**config.mk**
```make
export PLATFORM = sky130hd
export DESIGN_NAME = supply_monitor_ctrl
export DESIGN_NICKNAME = d
export VERILOG_FILES = /design/src/supply_monitor_pkg.sv /design/src/pin_filter.sv /design/src/supply_monitor_ctrl.sv
export SDC_FILE = /design/constraint.sdc
export NUM_CORES = 1
export LEC_CHECK = 0
export BUFFER_PORTS_ARGS = -buffer_cell sky130_fd_sc_hd__buf_4
export CAP_MARGIN = 10
export CORE_UTILIZATION = 48
export CTS_CLUSTER_DIAMETER = 40
export DETAILED_ROUTE_END_ITERATION = 10
export PLACE_DENSITY = 0.8
export RECOVER_POWER = 100
export SYNTH_ARGS = -nofsm -noshare
export SYNTH_HDL_FRONTEND = slang
export SYNTH_HIERARCHICAL = 1
export SYNTH_SLANG_ARGS = --single-unit
```
**constraint.sdc**
```tcl
create_clock -name clk_i -period 2.2 [get_ports clk_i]
set_clock_uncertainty 0.05 [all_clocks]
set_input_delay 0.11 -clock clk_i [delete_from_list [all_inputs] [get_ports clk_i]]
set_output_delay 0.11 -clock clk_i [all_outputs]
set_load 0.02 [all_outputs]
```
**src/supply_monitor_pkg.sv**
```systemverilog
// Shared constants and types for the supply monitor control block
package supply_monitor_pkg;

  // ----------------------------------------------------------------
  // Bus geometry and responses
  // ----------------------------------------------------------------
  localparam int         ADDR_W      = 5;
  localparam int         DATA_W      = 32;
  localparam logic [1:0] RESP_OKAY   = 2'h0;
  localparam logic [1:0] RESP_SLVERR = 2'h2;

  // ----------------------------------------------------------------
  // Register offsets (byte addresses)
  // ----------------------------------------------------------------
  localparam logic [ADDR_W-1:0] CTRL_OFFSET       = 5'h00;
  localparam logic [ADDR_W-1:0] IRQ_STATUS_OFFSET = 5'h04;
  localparam logic [ADDR_W-1:0] IRQ_CLEAR_OFFSET  = 5'h08;
  localparam logic [ADDR_W-1:0] IRQ_ENABLE_OFFSET = 5'h0C;
  localparam logic [ADDR_W-1:0] MODE_OFFSET       = 5'h10;

  // ----------------------------------------------------------------
  // Field positions
  // ----------------------------------------------------------------
  localparam int FLAG_BIT       = 0;
  localparam int IRQ_EN_BIT     = 1;
  localparam int STATUS_BIT     = 2;
  localparam int EV_W           = 3;
  localparam int EV_LV_CHANGE   = 0;
  localparam int EV_CORE_RESET  = 1;
  localparam int EV_POR_RELEASE = 2;
  localparam int MODE_FPM_BIT   = 0;
  localparam int MODE_RPM_BIT   = 1;
  localparam int MODE_POR_BIT   = 2;
  localparam int MODE_LVR_BIT   = 3;

  // ----------------------------------------------------------------
  // Comparator inputs and their values during reset
  // ----------------------------------------------------------------
  localparam int         CMP_W     = 6;
  localparam logic [5:0] CMP_RESET = 6'h2D;

  typedef struct packed {
    logic core_above_lvr_deassert;
    logic core_below_lvr_assert;
    logic core_below_por;
    logic input_above_deassert;
    logic input_below_assert;
    logic regulator_enable_input;
  } cmp_type;

  // ----------------------------------------------------------------
  // Control state
  // ----------------------------------------------------------------
  typedef struct packed {
    logic              lv_status;
    logic              low_voltage_change_flag;
    logic              low_voltage_irq_enable;
    logic              core_undervoltage_reset;
    logic              por;
    logic              full_performance_mode;
    logic              reduced_power_mode;
    logic              irq_out;
    logic [EV_W-1:0]   irq_status;
    logic [EV_W-1:0]   irq_enable;
    logic              aw_held;
    logic [ADDR_W-1:0] awaddr;
    logic              w_held;
    logic [DATA_W-1:0] wdata;
    logic [3:0]        wstrb;
    logic              awready;
    logic              wready;
    logic              bvalid;
    logic [1:0]        bresp;
    logic              arready;
    logic              rvalid;
    logic [1:0]        rresp;
    logic [DATA_W-1:0] rdata;
  } ctrl_state_type;

  localparam ctrl_state_type STATE_RESET = '{por: 1'b1, default: '0};

endpackage

```
**src/pin_filter.sv**
```systemverilog
// Three-stage synchroniser with agreement filter for asynchronous levels
`timescale 1ns/1ns
module pin_filter #(
  parameter int               WIDTH       = 1,
  parameter logic [WIDTH-1:0] RESET_VALUE = '0
) (
  // Clock and reset
  input  wire logic             clk_i,
  input  wire logic             rst_n_i,
  // Levels
  input  wire logic [WIDTH-1:0] async_i,
  output logic      [WIDTH-1:0] level_o
);

  typedef struct packed {
    logic [WIDTH-1:0] s1;
    logic [WIDTH-1:0] s2;
    logic [WIDTH-1:0] s3;
    logic [WIDTH-1:0] stable;
  } sync_state_type;

  sync_state_type st;
  sync_state_type next_st;

  // First stage feeds only the second; the filter looks at stages two and three
  always_comb begin
    next_st        = st;
    next_st.s1     = async_i;
    next_st.s2     = st.s1;
    next_st.s3     = st.s2;
    next_st.stable = (st.s2 & st.s3) | (st.stable & (st.s2 ^ st.s3));
  end

  always_ff @(posedge clk_i or negedge rst_n_i) begin
    if (!rst_n_i) begin
      st <= '{RESET_VALUE, RESET_VALUE, RESET_VALUE, RESET_VALUE};
    end else begin
      st <= next_st;
    end
  end

  assign level_o = st.stable;

endmodule

```
**src/supply_monitor_ctrl.sv**
```systemverilog
// Supply monitor control: detector flag, resets, modes and register slave
//
// Contract
// [RQ1] Set the change flag whenever the low-voltage status toggles, either way; the forced clear to 0 on leaving full performance sets no flag.
// [RQ2] Detector works only in full performance mode; idle otherwise.
// [RQ3] In full performance, status goes 1 below assert, 0 above deassert.
// [RQ4] Interrupt when flag and enable are both 1, only in full performance; enabled irq_status events also drive the output in any mode.
// [RQ5] Entering reduced power mode leaves the change flag untouched.
// [RQ6] Power-on reset high while core supply is low, low once above.
// [RQ7] Power-on reset monitoring stays active in every mode.
// [RQ8] Core reset asserts below assert level, negates above deassert level.
// [RQ9] Core undervoltage reset only effective in full performance mode.
// [RQ10] Power-on reset high holds the device in reset until it falls.
// [RQ11] Writing 1 clears the change flag; 0 has no effect.
// [RQ12] Status bit is read-only at control bit 2.
// [RQ13] Enable bit 1 blocks requests at 0, passes the flag at 1.
// [RQ14] Regulator enable low means shutdown; high allows the other modes.
// [RQ15] Comparator levels are synchronised before edge detection.
// [RQ16] Stop mode selects reduced power, else full performance, when enabled.
//
// The AXI4-Lite register port and the placing of the registers were chosen for this implementation.
`timescale 1ns/1ns
module supply_monitor_ctrl (
  // Clock and reset
  input  wire logic                                   clk_i,
  input  wire logic                                   rst_n_i,
  // Analog comparators and device state
  input  wire supply_monitor_pkg::cmp_type            cmp_i,
  input  wire logic                                   stop_mode_i,
  // Reset, interrupt and mode outputs
  output logic                                        power_on_reset_o,
  output logic                                        core_undervoltage_reset_o,
  output logic                                        low_voltage_interrupt_o,
  output logic                                        full_performance_mode_o,
  output logic                                        reduced_power_mode_o,
  // AXI4-Lite write
  input  wire logic [supply_monitor_pkg::ADDR_W-1:0]  s_axi_awaddr,
  input  wire logic                                   s_axi_awvalid,
  output logic                                        s_axi_awready,
  input  wire logic [supply_monitor_pkg::DATA_W-1:0]  s_axi_wdata,
  input  wire logic [3:0]                             s_axi_wstrb,
  input  wire logic                                   s_axi_wvalid,
  output logic                                        s_axi_wready,
  output logic [1:0]                                  s_axi_bresp,
  output logic                                        s_axi_bvalid,
  input  wire logic                                   s_axi_bready,
  // AXI4-Lite read
  input  wire logic [supply_monitor_pkg::ADDR_W-1:0]  s_axi_araddr,
  input  wire logic                                   s_axi_arvalid,
  output logic                                        s_axi_arready,
  output logic [supply_monitor_pkg::DATA_W-1:0]       s_axi_rdata,
  output logic [1:0]                                  s_axi_rresp,
  output logic                                        s_axi_rvalid,
  input  wire logic                                   s_axi_rready
);

  supply_monitor_pkg::ctrl_state_type         st;
  supply_monitor_pkg::ctrl_state_type         next_st;
  supply_monitor_pkg::cmp_type                sy;
  logic [supply_monitor_pkg::CMP_W-1:0]       sy_bits;
  logic                                       lv_change;
  logic                                       lv_flag_clr;
  logic [supply_monitor_pkg::EV_W-1:0]        ev_set;
  logic [supply_monitor_pkg::EV_W-1:0]        ev_clr;
  logic [supply_monitor_pkg::ADDR_W-1:0]      wr_addr;
  logic [supply_monitor_pkg::ADDR_W-1:0]      rd_addr;

  // ----------------------------------------------------------------
  // Comparator synchronisation
  // ----------------------------------------------------------------
  // Comparators switch with no relation to clk_i, so each level is filtered
  pin_filter #(
    .WIDTH       (supply_monitor_pkg::CMP_W),
    .RESET_VALUE (supply_monitor_pkg::CMP_RESET)
  ) u_filter (
    .clk_i   (clk_i),
    .rst_n_i (rst_n_i),
    .async_i (cmp_i),
    .level_o (sy_bits)
  ); // see [RQ15]

  assign sy      = supply_monitor_pkg::cmp_type'(sy_bits);
  assign wr_addr = {st.awaddr[supply_monitor_pkg::ADDR_W-1:2], 2'h0};
  assign rd_addr = {s_axi_araddr[supply_monitor_pkg::ADDR_W-1:2], 2'h0};

  // ----------------------------------------------------------------
  // Next-state logic
  // ----------------------------------------------------------------
  always_comb begin
    next_st     = st;
    lv_flag_clr = 1'b0;
    ev_clr      = '0;

    // Modes follow the enable pin and stop state
    next_st.full_performance_mode = sy.regulator_enable_input & ~stop_mode_i; // see [RQ16] see [RQ14]
    next_st.reduced_power_mode = sy.regulator_enable_input & stop_mode_i;  // see [RQ16]

    // Input supply detector with hysteresis, forced idle outside full performance
    if (st.full_performance_mode) begin
      if (sy.input_below_assert) begin
        next_st.lv_status = 1'b1; // see [RQ3]
      end else if (sy.input_above_deassert) begin
        next_st.lv_status = 1'b0; // see [RQ3]
      end
    end else begin
      next_st.lv_status = 1'b0; // see [RQ2]
    end
    lv_change = st.full_performance_mode & (next_st.lv_status != st.lv_status); // see [RQ1] see [RQ2]

    // Core undervoltage reset, only effective in full performance
    if (st.full_performance_mode) begin
      if (sy.core_below_lvr_assert) begin
        next_st.core_undervoltage_reset = 1'b1; // see [RQ8]
      end else if (sy.core_above_lvr_deassert) begin
        next_st.core_undervoltage_reset = 1'b0; // see [RQ8]
      end
    end else begin
      next_st.core_undervoltage_reset = 1'b0; // see [RQ9]
    end

    // Power-on reset ignores mode and control bits entirely
    next_st.por = sy.core_below_por; // see [RQ6] see [RQ7] see [RQ10]

    ev_set = '0;
    ev_set[supply_monitor_pkg::EV_LV_CHANGE]   = lv_change;
    ev_set[supply_monitor_pkg::EV_CORE_RESET]  = next_st.core_undervoltage_reset & ~st.core_undervoltage_reset;
    ev_set[supply_monitor_pkg::EV_POR_RELEASE] = st.por & ~next_st.por;

    // Write address and data are taken independently
    if (s_axi_awvalid && st.awready) begin
      next_st.aw_held = 1'b1;
      next_st.awaddr  = s_axi_awaddr;
    end
    if (s_axi_wvalid && st.wready) begin
      next_st.w_held = 1'b1;
      next_st.wdata  = s_axi_wdata;
      next_st.wstrb  = s_axi_wstrb;
    end
    if (st.bvalid && s_axi_bready) begin
      next_st.bvalid = 1'b0;
    end

    if (st.aw_held && st.w_held) begin
      next_st.aw_held = 1'b0;
      next_st.w_held  = 1'b0;
      next_st.bvalid  = 1'b1;
      next_st.bresp   = supply_monitor_pkg::RESP_OKAY;
      case (wr_addr)
        supply_monitor_pkg::CTRL_OFFSET: begin
          // Status bit is not writable
          if (st.wstrb[0]) begin
            next_st.low_voltage_irq_enable = st.wdata[supply_monitor_pkg::IRQ_EN_BIT];
            lv_flag_clr = st.wdata[supply_monitor_pkg::FLAG_BIT]; // see [RQ11] see [RQ12]
          end
        end
        supply_monitor_pkg::IRQ_CLEAR_OFFSET: begin
          if (st.wstrb[0]) begin
            ev_clr = st.wdata[supply_monitor_pkg::EV_W-1:0];
          end
        end
        supply_monitor_pkg::IRQ_ENABLE_OFFSET: begin
          if (st.wstrb[0]) begin
            next_st.irq_enable = st.wdata[supply_monitor_pkg::EV_W-1:0];
          end
        end
        supply_monitor_pkg::IRQ_STATUS_OFFSET,
        supply_monitor_pkg::MODE_OFFSET: begin
          next_st.bresp = supply_monitor_pkg::RESP_OKAY;
        end
        default: begin
          next_st.bresp = supply_monitor_pkg::RESP_SLVERR;
        end
      endcase
    end

    // A new change beats a clear in the same cycle; mode changes never clear
    next_st.low_voltage_change_flag =
      (st.low_voltage_change_flag & ~lv_flag_clr) | lv_change; // see [RQ5] see [RQ11] see [RQ1]
    next_st.irq_status = (st.irq_status & ~ev_clr) | ev_set;
    next_st.irq_out = (next_st.low_voltage_change_flag & next_st.low_voltage_irq_enable
                       & next_st.full_performance_mode)
                      | (|(next_st.irq_status & next_st.irq_enable)); // see [RQ4] see [RQ13]

    // Read channel
    if (st.rvalid && s_axi_rready) begin
      next_st.rvalid = 1'b0;
    end
    if (s_axi_arvalid && st.arready) begin
      next_st.rvalid = 1'b1;
      next_st.rdata  = '0;
      next_st.rresp  = supply_monitor_pkg::RESP_OKAY;
      case (rd_addr)
        supply_monitor_pkg::CTRL_OFFSET: begin
          next_st.rdata[supply_monitor_pkg::STATUS_BIT] = st.lv_status; // see [RQ12]
          next_st.rdata[supply_monitor_pkg::IRQ_EN_BIT] = st.low_voltage_irq_enable;
          next_st.rdata[supply_monitor_pkg::FLAG_BIT]   = st.low_voltage_change_flag;
        end
        supply_monitor_pkg::IRQ_STATUS_OFFSET: begin
          next_st.rdata[supply_monitor_pkg::EV_W-1:0] = st.irq_status;
        end
        supply_monitor_pkg::IRQ_CLEAR_OFFSET: begin
          next_st.rdata = '0;
        end
        supply_monitor_pkg::IRQ_ENABLE_OFFSET: begin
          next_st.rdata[supply_monitor_pkg::EV_W-1:0] = st.irq_enable;
        end
        supply_monitor_pkg::MODE_OFFSET: begin
          next_st.rdata[supply_monitor_pkg::MODE_FPM_BIT] = st.full_performance_mode;
          next_st.rdata[supply_monitor_pkg::MODE_RPM_BIT] = st.reduced_power_mode;
          next_st.rdata[supply_monitor_pkg::MODE_POR_BIT] = st.por;
          next_st.rdata[supply_monitor_pkg::MODE_LVR_BIT] = st.core_undervoltage_reset;
        end
        default: begin
          next_st.rresp = supply_monitor_pkg::RESP_SLVERR;
        end
      endcase
    end

    // One write and one read in flight; ready drops while an answer waits
    next_st.awready = ~next_st.aw_held & ~next_st.bvalid;
    next_st.wready  = ~next_st.w_held & ~next_st.bvalid;
    next_st.arready = ~next_st.rvalid;
  end

  always_ff @(posedge clk_i or negedge rst_n_i) begin
    if (!rst_n_i) begin
      st <= supply_monitor_pkg::STATE_RESET;
    end else begin
      st <= next_st;
    end
  end

  // ----------------------------------------------------------------
  // Outputs
  // ----------------------------------------------------------------
  assign power_on_reset_o          = st.por;
  assign core_undervoltage_reset_o = st.core_undervoltage_reset;
  assign low_voltage_interrupt_o   = st.irq_out;
  assign full_performance_mode_o   = st.full_performance_mode;
  assign reduced_power_mode_o      = st.reduced_power_mode;
  assign s_axi_awready             = st.awready;
  assign s_axi_wready              = st.wready;
  assign s_axi_bvalid              = st.bvalid;
  assign s_axi_bresp               = st.bresp;
  assign s_axi_arready             = st.arready;
  assign s_axi_rvalid              = st.rvalid;
  assign s_axi_rdata               = st.rdata;
  assign s_axi_rresp               = st.rresp;
endmodule

```
==> results of run 1 <==
## power by group through the flow
stage / Combinational [mW] / Sequential (mW) / Clock [mW]
after floorplan: 0.610 / 1.51 / 0
after global placement: 0.743 / 1.54 / 0
after detailed placement: 0.770 / 1.56 / 0
after CTS: 0.796 / 1.55 / 0.845
after global routing: 0.799 / 1.57 / 0.899
final: 0.717 / 1.53 / 0.815
## path summary, 6_finish.rpt
kind	start	end	cells after the start
setup / recovery	st[80]$_DFFE_PN0P_	low_voltage_interrupt_o$_DFF_PN0_	4
setup reg to reg	st[80]$_DFFE_PN0P_	low_voltage_interrupt_o$_DFF_PN0_	4
min in group asynchronous	rst_n_i	s_axi_bvalid$_DFF_PN0_	2
hold reg to reg	u_filter/next_st[16]$_DFF_PN0_	u_filter/next_st[10]$_DFF_PN0_	0
max in group asynchronous	rst_n_i	s_axi_rdata[2]$_DFFE_PN0P_	2
hold / removal	s_axi_bready	s_axi_bvalid$_DFF_PN0_	3
## cell type report
cell class | count | area, µm² | area share
flip-flops and latches | 58 | 1473 | 0.4900
multi-input cells | 127 | 830.8 | 0.2764
repair buffers | 58 | 420.4 | 0.1399
clock buffers | 13 | 148.9 | 0.04954
well taps | 70 | 87.58 | 0.02914
inverters | 8 | 30.03 | 0.009992
clock inverters | 3 | 15.01 | 0.004996
## layout by cell type, fill, tap and decap left out, types with 7 or more instances in the layout
cell	synthesis	final
o21ai_0	10	10
conb_1	1	30
mux2_2	9	9
a21o_1	7	7
dlygate4sd3_1	0	19
dfrtp_1	41	41
nand2_1	11	12
inv_1	8	8
clkbuf_1	3	19
buf_4	42	15
clkbuf_8	0	10
dfstp_2	17	9
dfstp_1	0	8
clkbuf_4	0	7
## metrics by stage
step	std cells	setup slack, ns
6_report	337	0.3136
3_3_place_gp	302	0.3703
4_1_cts	337	0.3337
5_1_grt	337	0.2489
3_5_place_dp	302	0.3545
2_1_floorplan	239	0.4635
## logic make-up after synthesis
kind of cell | count (synthesis) | share of synthesized area
AOI/OAI and AO/OA | 36 | 0.09640
muxes | 14 | 0.05891
adders and majority gates | 6 | 0.02921
DFF | 58 | 0.5730
and+or+nand+nor | 41 | 0.1003
buffers and inverters | 54 | 0.1407
other | 1 | 0.001459
## state kept, by name (all words and copies together), names as in the netlist, 4 cells and up
register	count
u_filter/st	6
st	18
s_axi_rdata	4
u_filter/next_st	12
u_filter/level_o	6
## layer usage
layer / track usage / vias up / part of all wire
met2: 0.2733 / 49 / 0.50
li1: - / 751 / -
met5: 0 / - / 0
met1: 0.2090 / 768 / 0.45
met3: 0.06827 / 5 / 0.040
met4: 0.08642 / 0 / 0.016
## tightest hold or removal path, stage by stage
cell,delay [ns]
buf_4,0.07
nor2b_1,0.05
a21o_1,0.15
## repair_timing
| action | 4_1_cts | 5_1_grt |
|---|---|---|
| hold buffers | 19 | 0 |
| resized for setup | 0 | 0 |
| endpoints found under the hold margin | 60 | 0 |
==> results.md, run 1 <==
- Status: finished clean
- Hold Slack: 0.04715 ns
- DP Area: 0.002728 mm²
- Slew @ Worst Pin: 1.368 ns
- DRC Markers: 0
- Via count: 1573
- Fin Setup TNS: 0 ns
- RSZ-0062 raised after global routing: false
- Initial DRC count: 86
- Reg2Reg Setup Slack: 0.31 ns
- Commonest cells post-synth: buf_4 (42), dfrtp_1 (41), dfstp_2 (17), nand2_1 (11), o21ai_0 (10)
- FP Rows: 26
- Largest net degree at the start of global routing: 59
- CP Buf/Inv Count: 0
- Critical Path Slowest Stage Cell: or4b_1
- CP Class: reg2reg
- Arrival time of the worst setup path: 2.09 ns
- # IOs: 106
- Slew margin rel.: 0.08811
- Final core occ: 0.5847
- H-tree levels: 3
- Most used DFF post-synth: dfrtp_1
- Req. time, crit path: 2.40 ns
- Final Setup Violations: 0
- Layout cells sized above 1: 0.2397
- Netlist cell types: 42
- Antenna fix cells: 0
- CTS tree: done
- CP peak stage delay: 0.51 ns
- Post-synth ARST share: 1.000
- Leak: 1.456 nW
- Filler Cells Inserted: 467
- Post-CTS setup buffers: 0
- Most common cell in the netlist: buf_4
- Synth top area share: 0.3992
- Fin area: 0.003005 mm²
- Initial antenna violation count: 0
- Min-delay worst type: in2reg
- Crit share post-route: 0.8574
- Router iterations before antenna repair: 4
- Int Pwr: 2.081 mW
- Tmin final: 1.886 ns
- Area grow syn2layout: 16.94%
- Routability congestion estimate: 0.8415
- Clock transition at the registers of the reported paths: 0.06 ns
- Cells after synthesis: 210
- Nets: 328
- Synth Register Bits: 58
- Syn avg cell area: 12.24 µm²
- Max_cap viols: 0
- Core ar.: 0.005140 mm²
- Synth warnings: 6
- Sw Share: 0.3196
- CP max FO: 5
- CTS Sinks: 58
- Startpoint class of the critical path: flop
- Cell Area, Synth: 0.002570 mm²
- Register area share after synthesis: 0.5730
- Initial Util: 0.5000
- Top post-synthesis cells by area: dfrtp_1 (40%), dfstp_2 (17%), buf_4 (12%)
- Clock root cell: clkbuf_8
- CTS buffer count: 9
- Final Max Tran Viols: 0
- HPWL Detailed: 2858 µm
- Power Density: 1018 mW/mm²
- NetSw: 0.9775 mW
- Hold Vio Cnt, Final: 0
- Worst path top cell family by delay: simple AND/OR/NAND/NOR gates
- PnR Total Power: 3.059 mW
- Clk network pwr share: 0.266
- Worst vdd ir: 803.3 µV
- Crit end category: flop
- Vias in the first global route: 1497
- Worst-Skew Late Latency: 0.33 ns
- Vias per cell: 4.668
- Post-synth EDFFs: 0
- PortBufs: 39
- Crit-path cells: or3b_1, or4b_1, a221o_1, nand4_1
- Global-route wire length before repair: 6865 µm
- Largest area contributor in the netlist: dfrtp_1
- Die X: 75.17 µm
- GRT Util Overall: 0.1736
- Die height: 75.17 µm
- Comb pwr share: 0.234
- GR Overflow Total: 0
- Post-Route WL: 4163 µm
- Final ANT Viol Nets: 0
- Avg WL per Cell: 12.35 µm
- Clock buffer depth: 2
- Fmax: 530.1 MHz
- Die area: 0.005651 mm²
- Share of power burned in registers: 0.499
Power figures use the tool's default switching activity.
==> run 2: changes to the inputs <==
clock period = 1.82 ns   (was 2.2 ns; I/O delays follow)
==> results.md, run 2 (synthesis results as in run 1) <==
- Routability congestion estimate: 0.8458
- Worst-Skew Late Latency: 0.33 ns
- Layout cells sized above 1: 0.2537
- Clock root cell: clkbuf_8
- Worst vdd ir: 869.7 µV
- Initial Util: 0.5000
- Power Density: 1334 mW/mm²
- Die area: 0.005651 mm²
- Vias per cell: 4.652
- CTS buffer count: 9
- H-tree levels: 3
- Leading cell types in the layout, fill and taps excluded: dfrtp_1 (41), conb_1 (30), clkbuf_1 (20), dlygate4sd3_1 (20), buf_4 (18)
- Leak: 1.512 nW
- Max_cap viols: 0
- Top reg by flops: st
- Avg WL per Cell: 12.33 µm
- CP Class: reg2reg
- Tmin final: 1.772 ns
- RSZ-0062 raised after global routing: false
- CTS tree: done
- Final Max Tran Viols: 0
- # IOs: 106
- Most common cell after layout, fill and taps aside: dfrtp_1
- Clock buffer depth: 2
- Fin area: 0.003126 mm²
- Slew @ Worst Pin: 1.362 ns
- Startpoint class of the critical path: flop
- Vias in the first global route: 1469
- Slew margin rel.: 0.09180
- Status: finished clean
- Crit end category: flop
- PortBufs: 39
- Global-route wire length before repair: 6658 µm
- Core ar.: 0.005140 mm²
- PnR Total Power: 4.169 mW
- Final WS setup: 0.04760 ns
- DRC Markers: 0
- Final ANT Viol Nets: 0
- Min-delay worst type: in2reg
- Hold Vio Cnt, Final: 0
- DP Worst Slack: 0.06863 ns
- Via count: 1591
- Area grow syn2layout: 21.62%
- Antenna fix cells: 0
- GR Overflow Total: 0
- Arrival time of the worst setup path: 1.98 ns
- Fin Setup TNS: 0 ns
- CP max FO: 2
- CTS Sinks: 58
- Fmax: 564.2 MHz
- FP Rows: 26
- Initial antenna violation count: 0
- Router iterations before antenna repair: 4
- DP Area: 0.002758 mm²
- Nets: 333
- HPWL Detailed: 2777 µm
- Die height: 75.17 µm
- Final Setup Violations: 0
- Max reg flops: 18
- GRT Util Overall: 0.1671
- Largest net degree at the start of global routing: 59
- Reg2Reg Setup Slack: 0.05 ns
- Req. time, crit path: 2.02 ns
- Die X: 75.17 µm
- Crit share post-route: 0.9738
- Clock transition at the registers of the reported paths: 0.06 ns
- Initial DRC count: 51
- Post-Route WL: 4217 µm
run 2: cell types whose count changed in the layout (fill, tap and decap cells not counted), sizes merged:
cell         change
clkbuf           -1
clkinvlp         +1
dlygate4sd3      +1
clkinv           -2
bufinv           +3
buf              +3
run 2: layout make-up:
type / instances / area [µm²]
Tap cell: 70 / 87.58
Clock inverter: 5 / 102.6
Multi-Input combinational cell: 127 / 848.3
Fill cell: 431 / 2014
Clock buffer: 11 / 131.4
Timing Repair Buffer: 63 / 452.9
Sequential cell: 58 / 1473
Inverter: 8 / 30.03
run 2: power breakdown:
part           leakage, nW  internal [mW]  total [mW]  switching (mW)
registers            0.672           1.60        1.85           0.248
clock network        0.114          0.908        1.39           0.478
logic                0.726          0.429       0.934           0.505
total                 1.51           2.94        4.17            1.23
run 2: final timing paths:
path,startpoint,end,cells after the start
setup / recovery,st[80]$_DFFE_PN0P_,low_voltage_interrupt_o$_DFF_PN0_,4
hold / removal,s_axi_araddr[4],s_axi_rresp[1]$_DFFE_PN0P_,3
setup reg to reg,st[80]$_DFFE_PN0P_,low_voltage_interrupt_o$_DFF_PN0_,4
hold reg to reg,u_filter/next_st[13]$_DFF_PN0_,u_filter/next_st[7]$_DFF_PN0_,0
max in group asynchronous,rst_n_i,s_axi_rdata[3]$_DFFE_PN0P_,2
min in group asynchronous,rst_n_i,st[81]$_DFFE_PN0P_,2
run 2: critical path, cell delays in order (launching register included):
cell and delay [ns]:
dfrtp_1 0.37, or3b_4 0.39, or4b_1 0.49, a221o_1 0.31
nand4_1 0.09
run 2: metal layers:
metal  GRT usage  part of all wire
met5           0                 0
met4     0.05556             0.013
met3     0.07631             0.059
met2      0.2753              0.50
met1      0.1953              0.43
run 2: stage by stage:
| stage | std cells | hold WS [ns] | util |
|---|---|---|---|
| 2_1_floorplan | 239 | -0.2546 | - |
| 3_3_place_gp | 306 | 0.1303 | 0.5365 |
| 3_5_place_dp | 306 | 0.1327 | 0.5365 |
| 4_1_cts | 342 | 0.01433 | 0.6210 |
| 5_1_grt | 342 | 0.02559 | 0.6081 |
| 6_report | 342 | 0.03595 | 0.6081 |
run 2: timing repair:
| action | in CTS | in global routing |
|---|---|---|
| hold endpoints to repair | 61 | 0 |
| gates resized for setup | 0 | 1 |
| hold buffers | 20 | 0 |
| setup buffers | 0 | 0 |
| setup endpoints to repair | 0 | 1 |
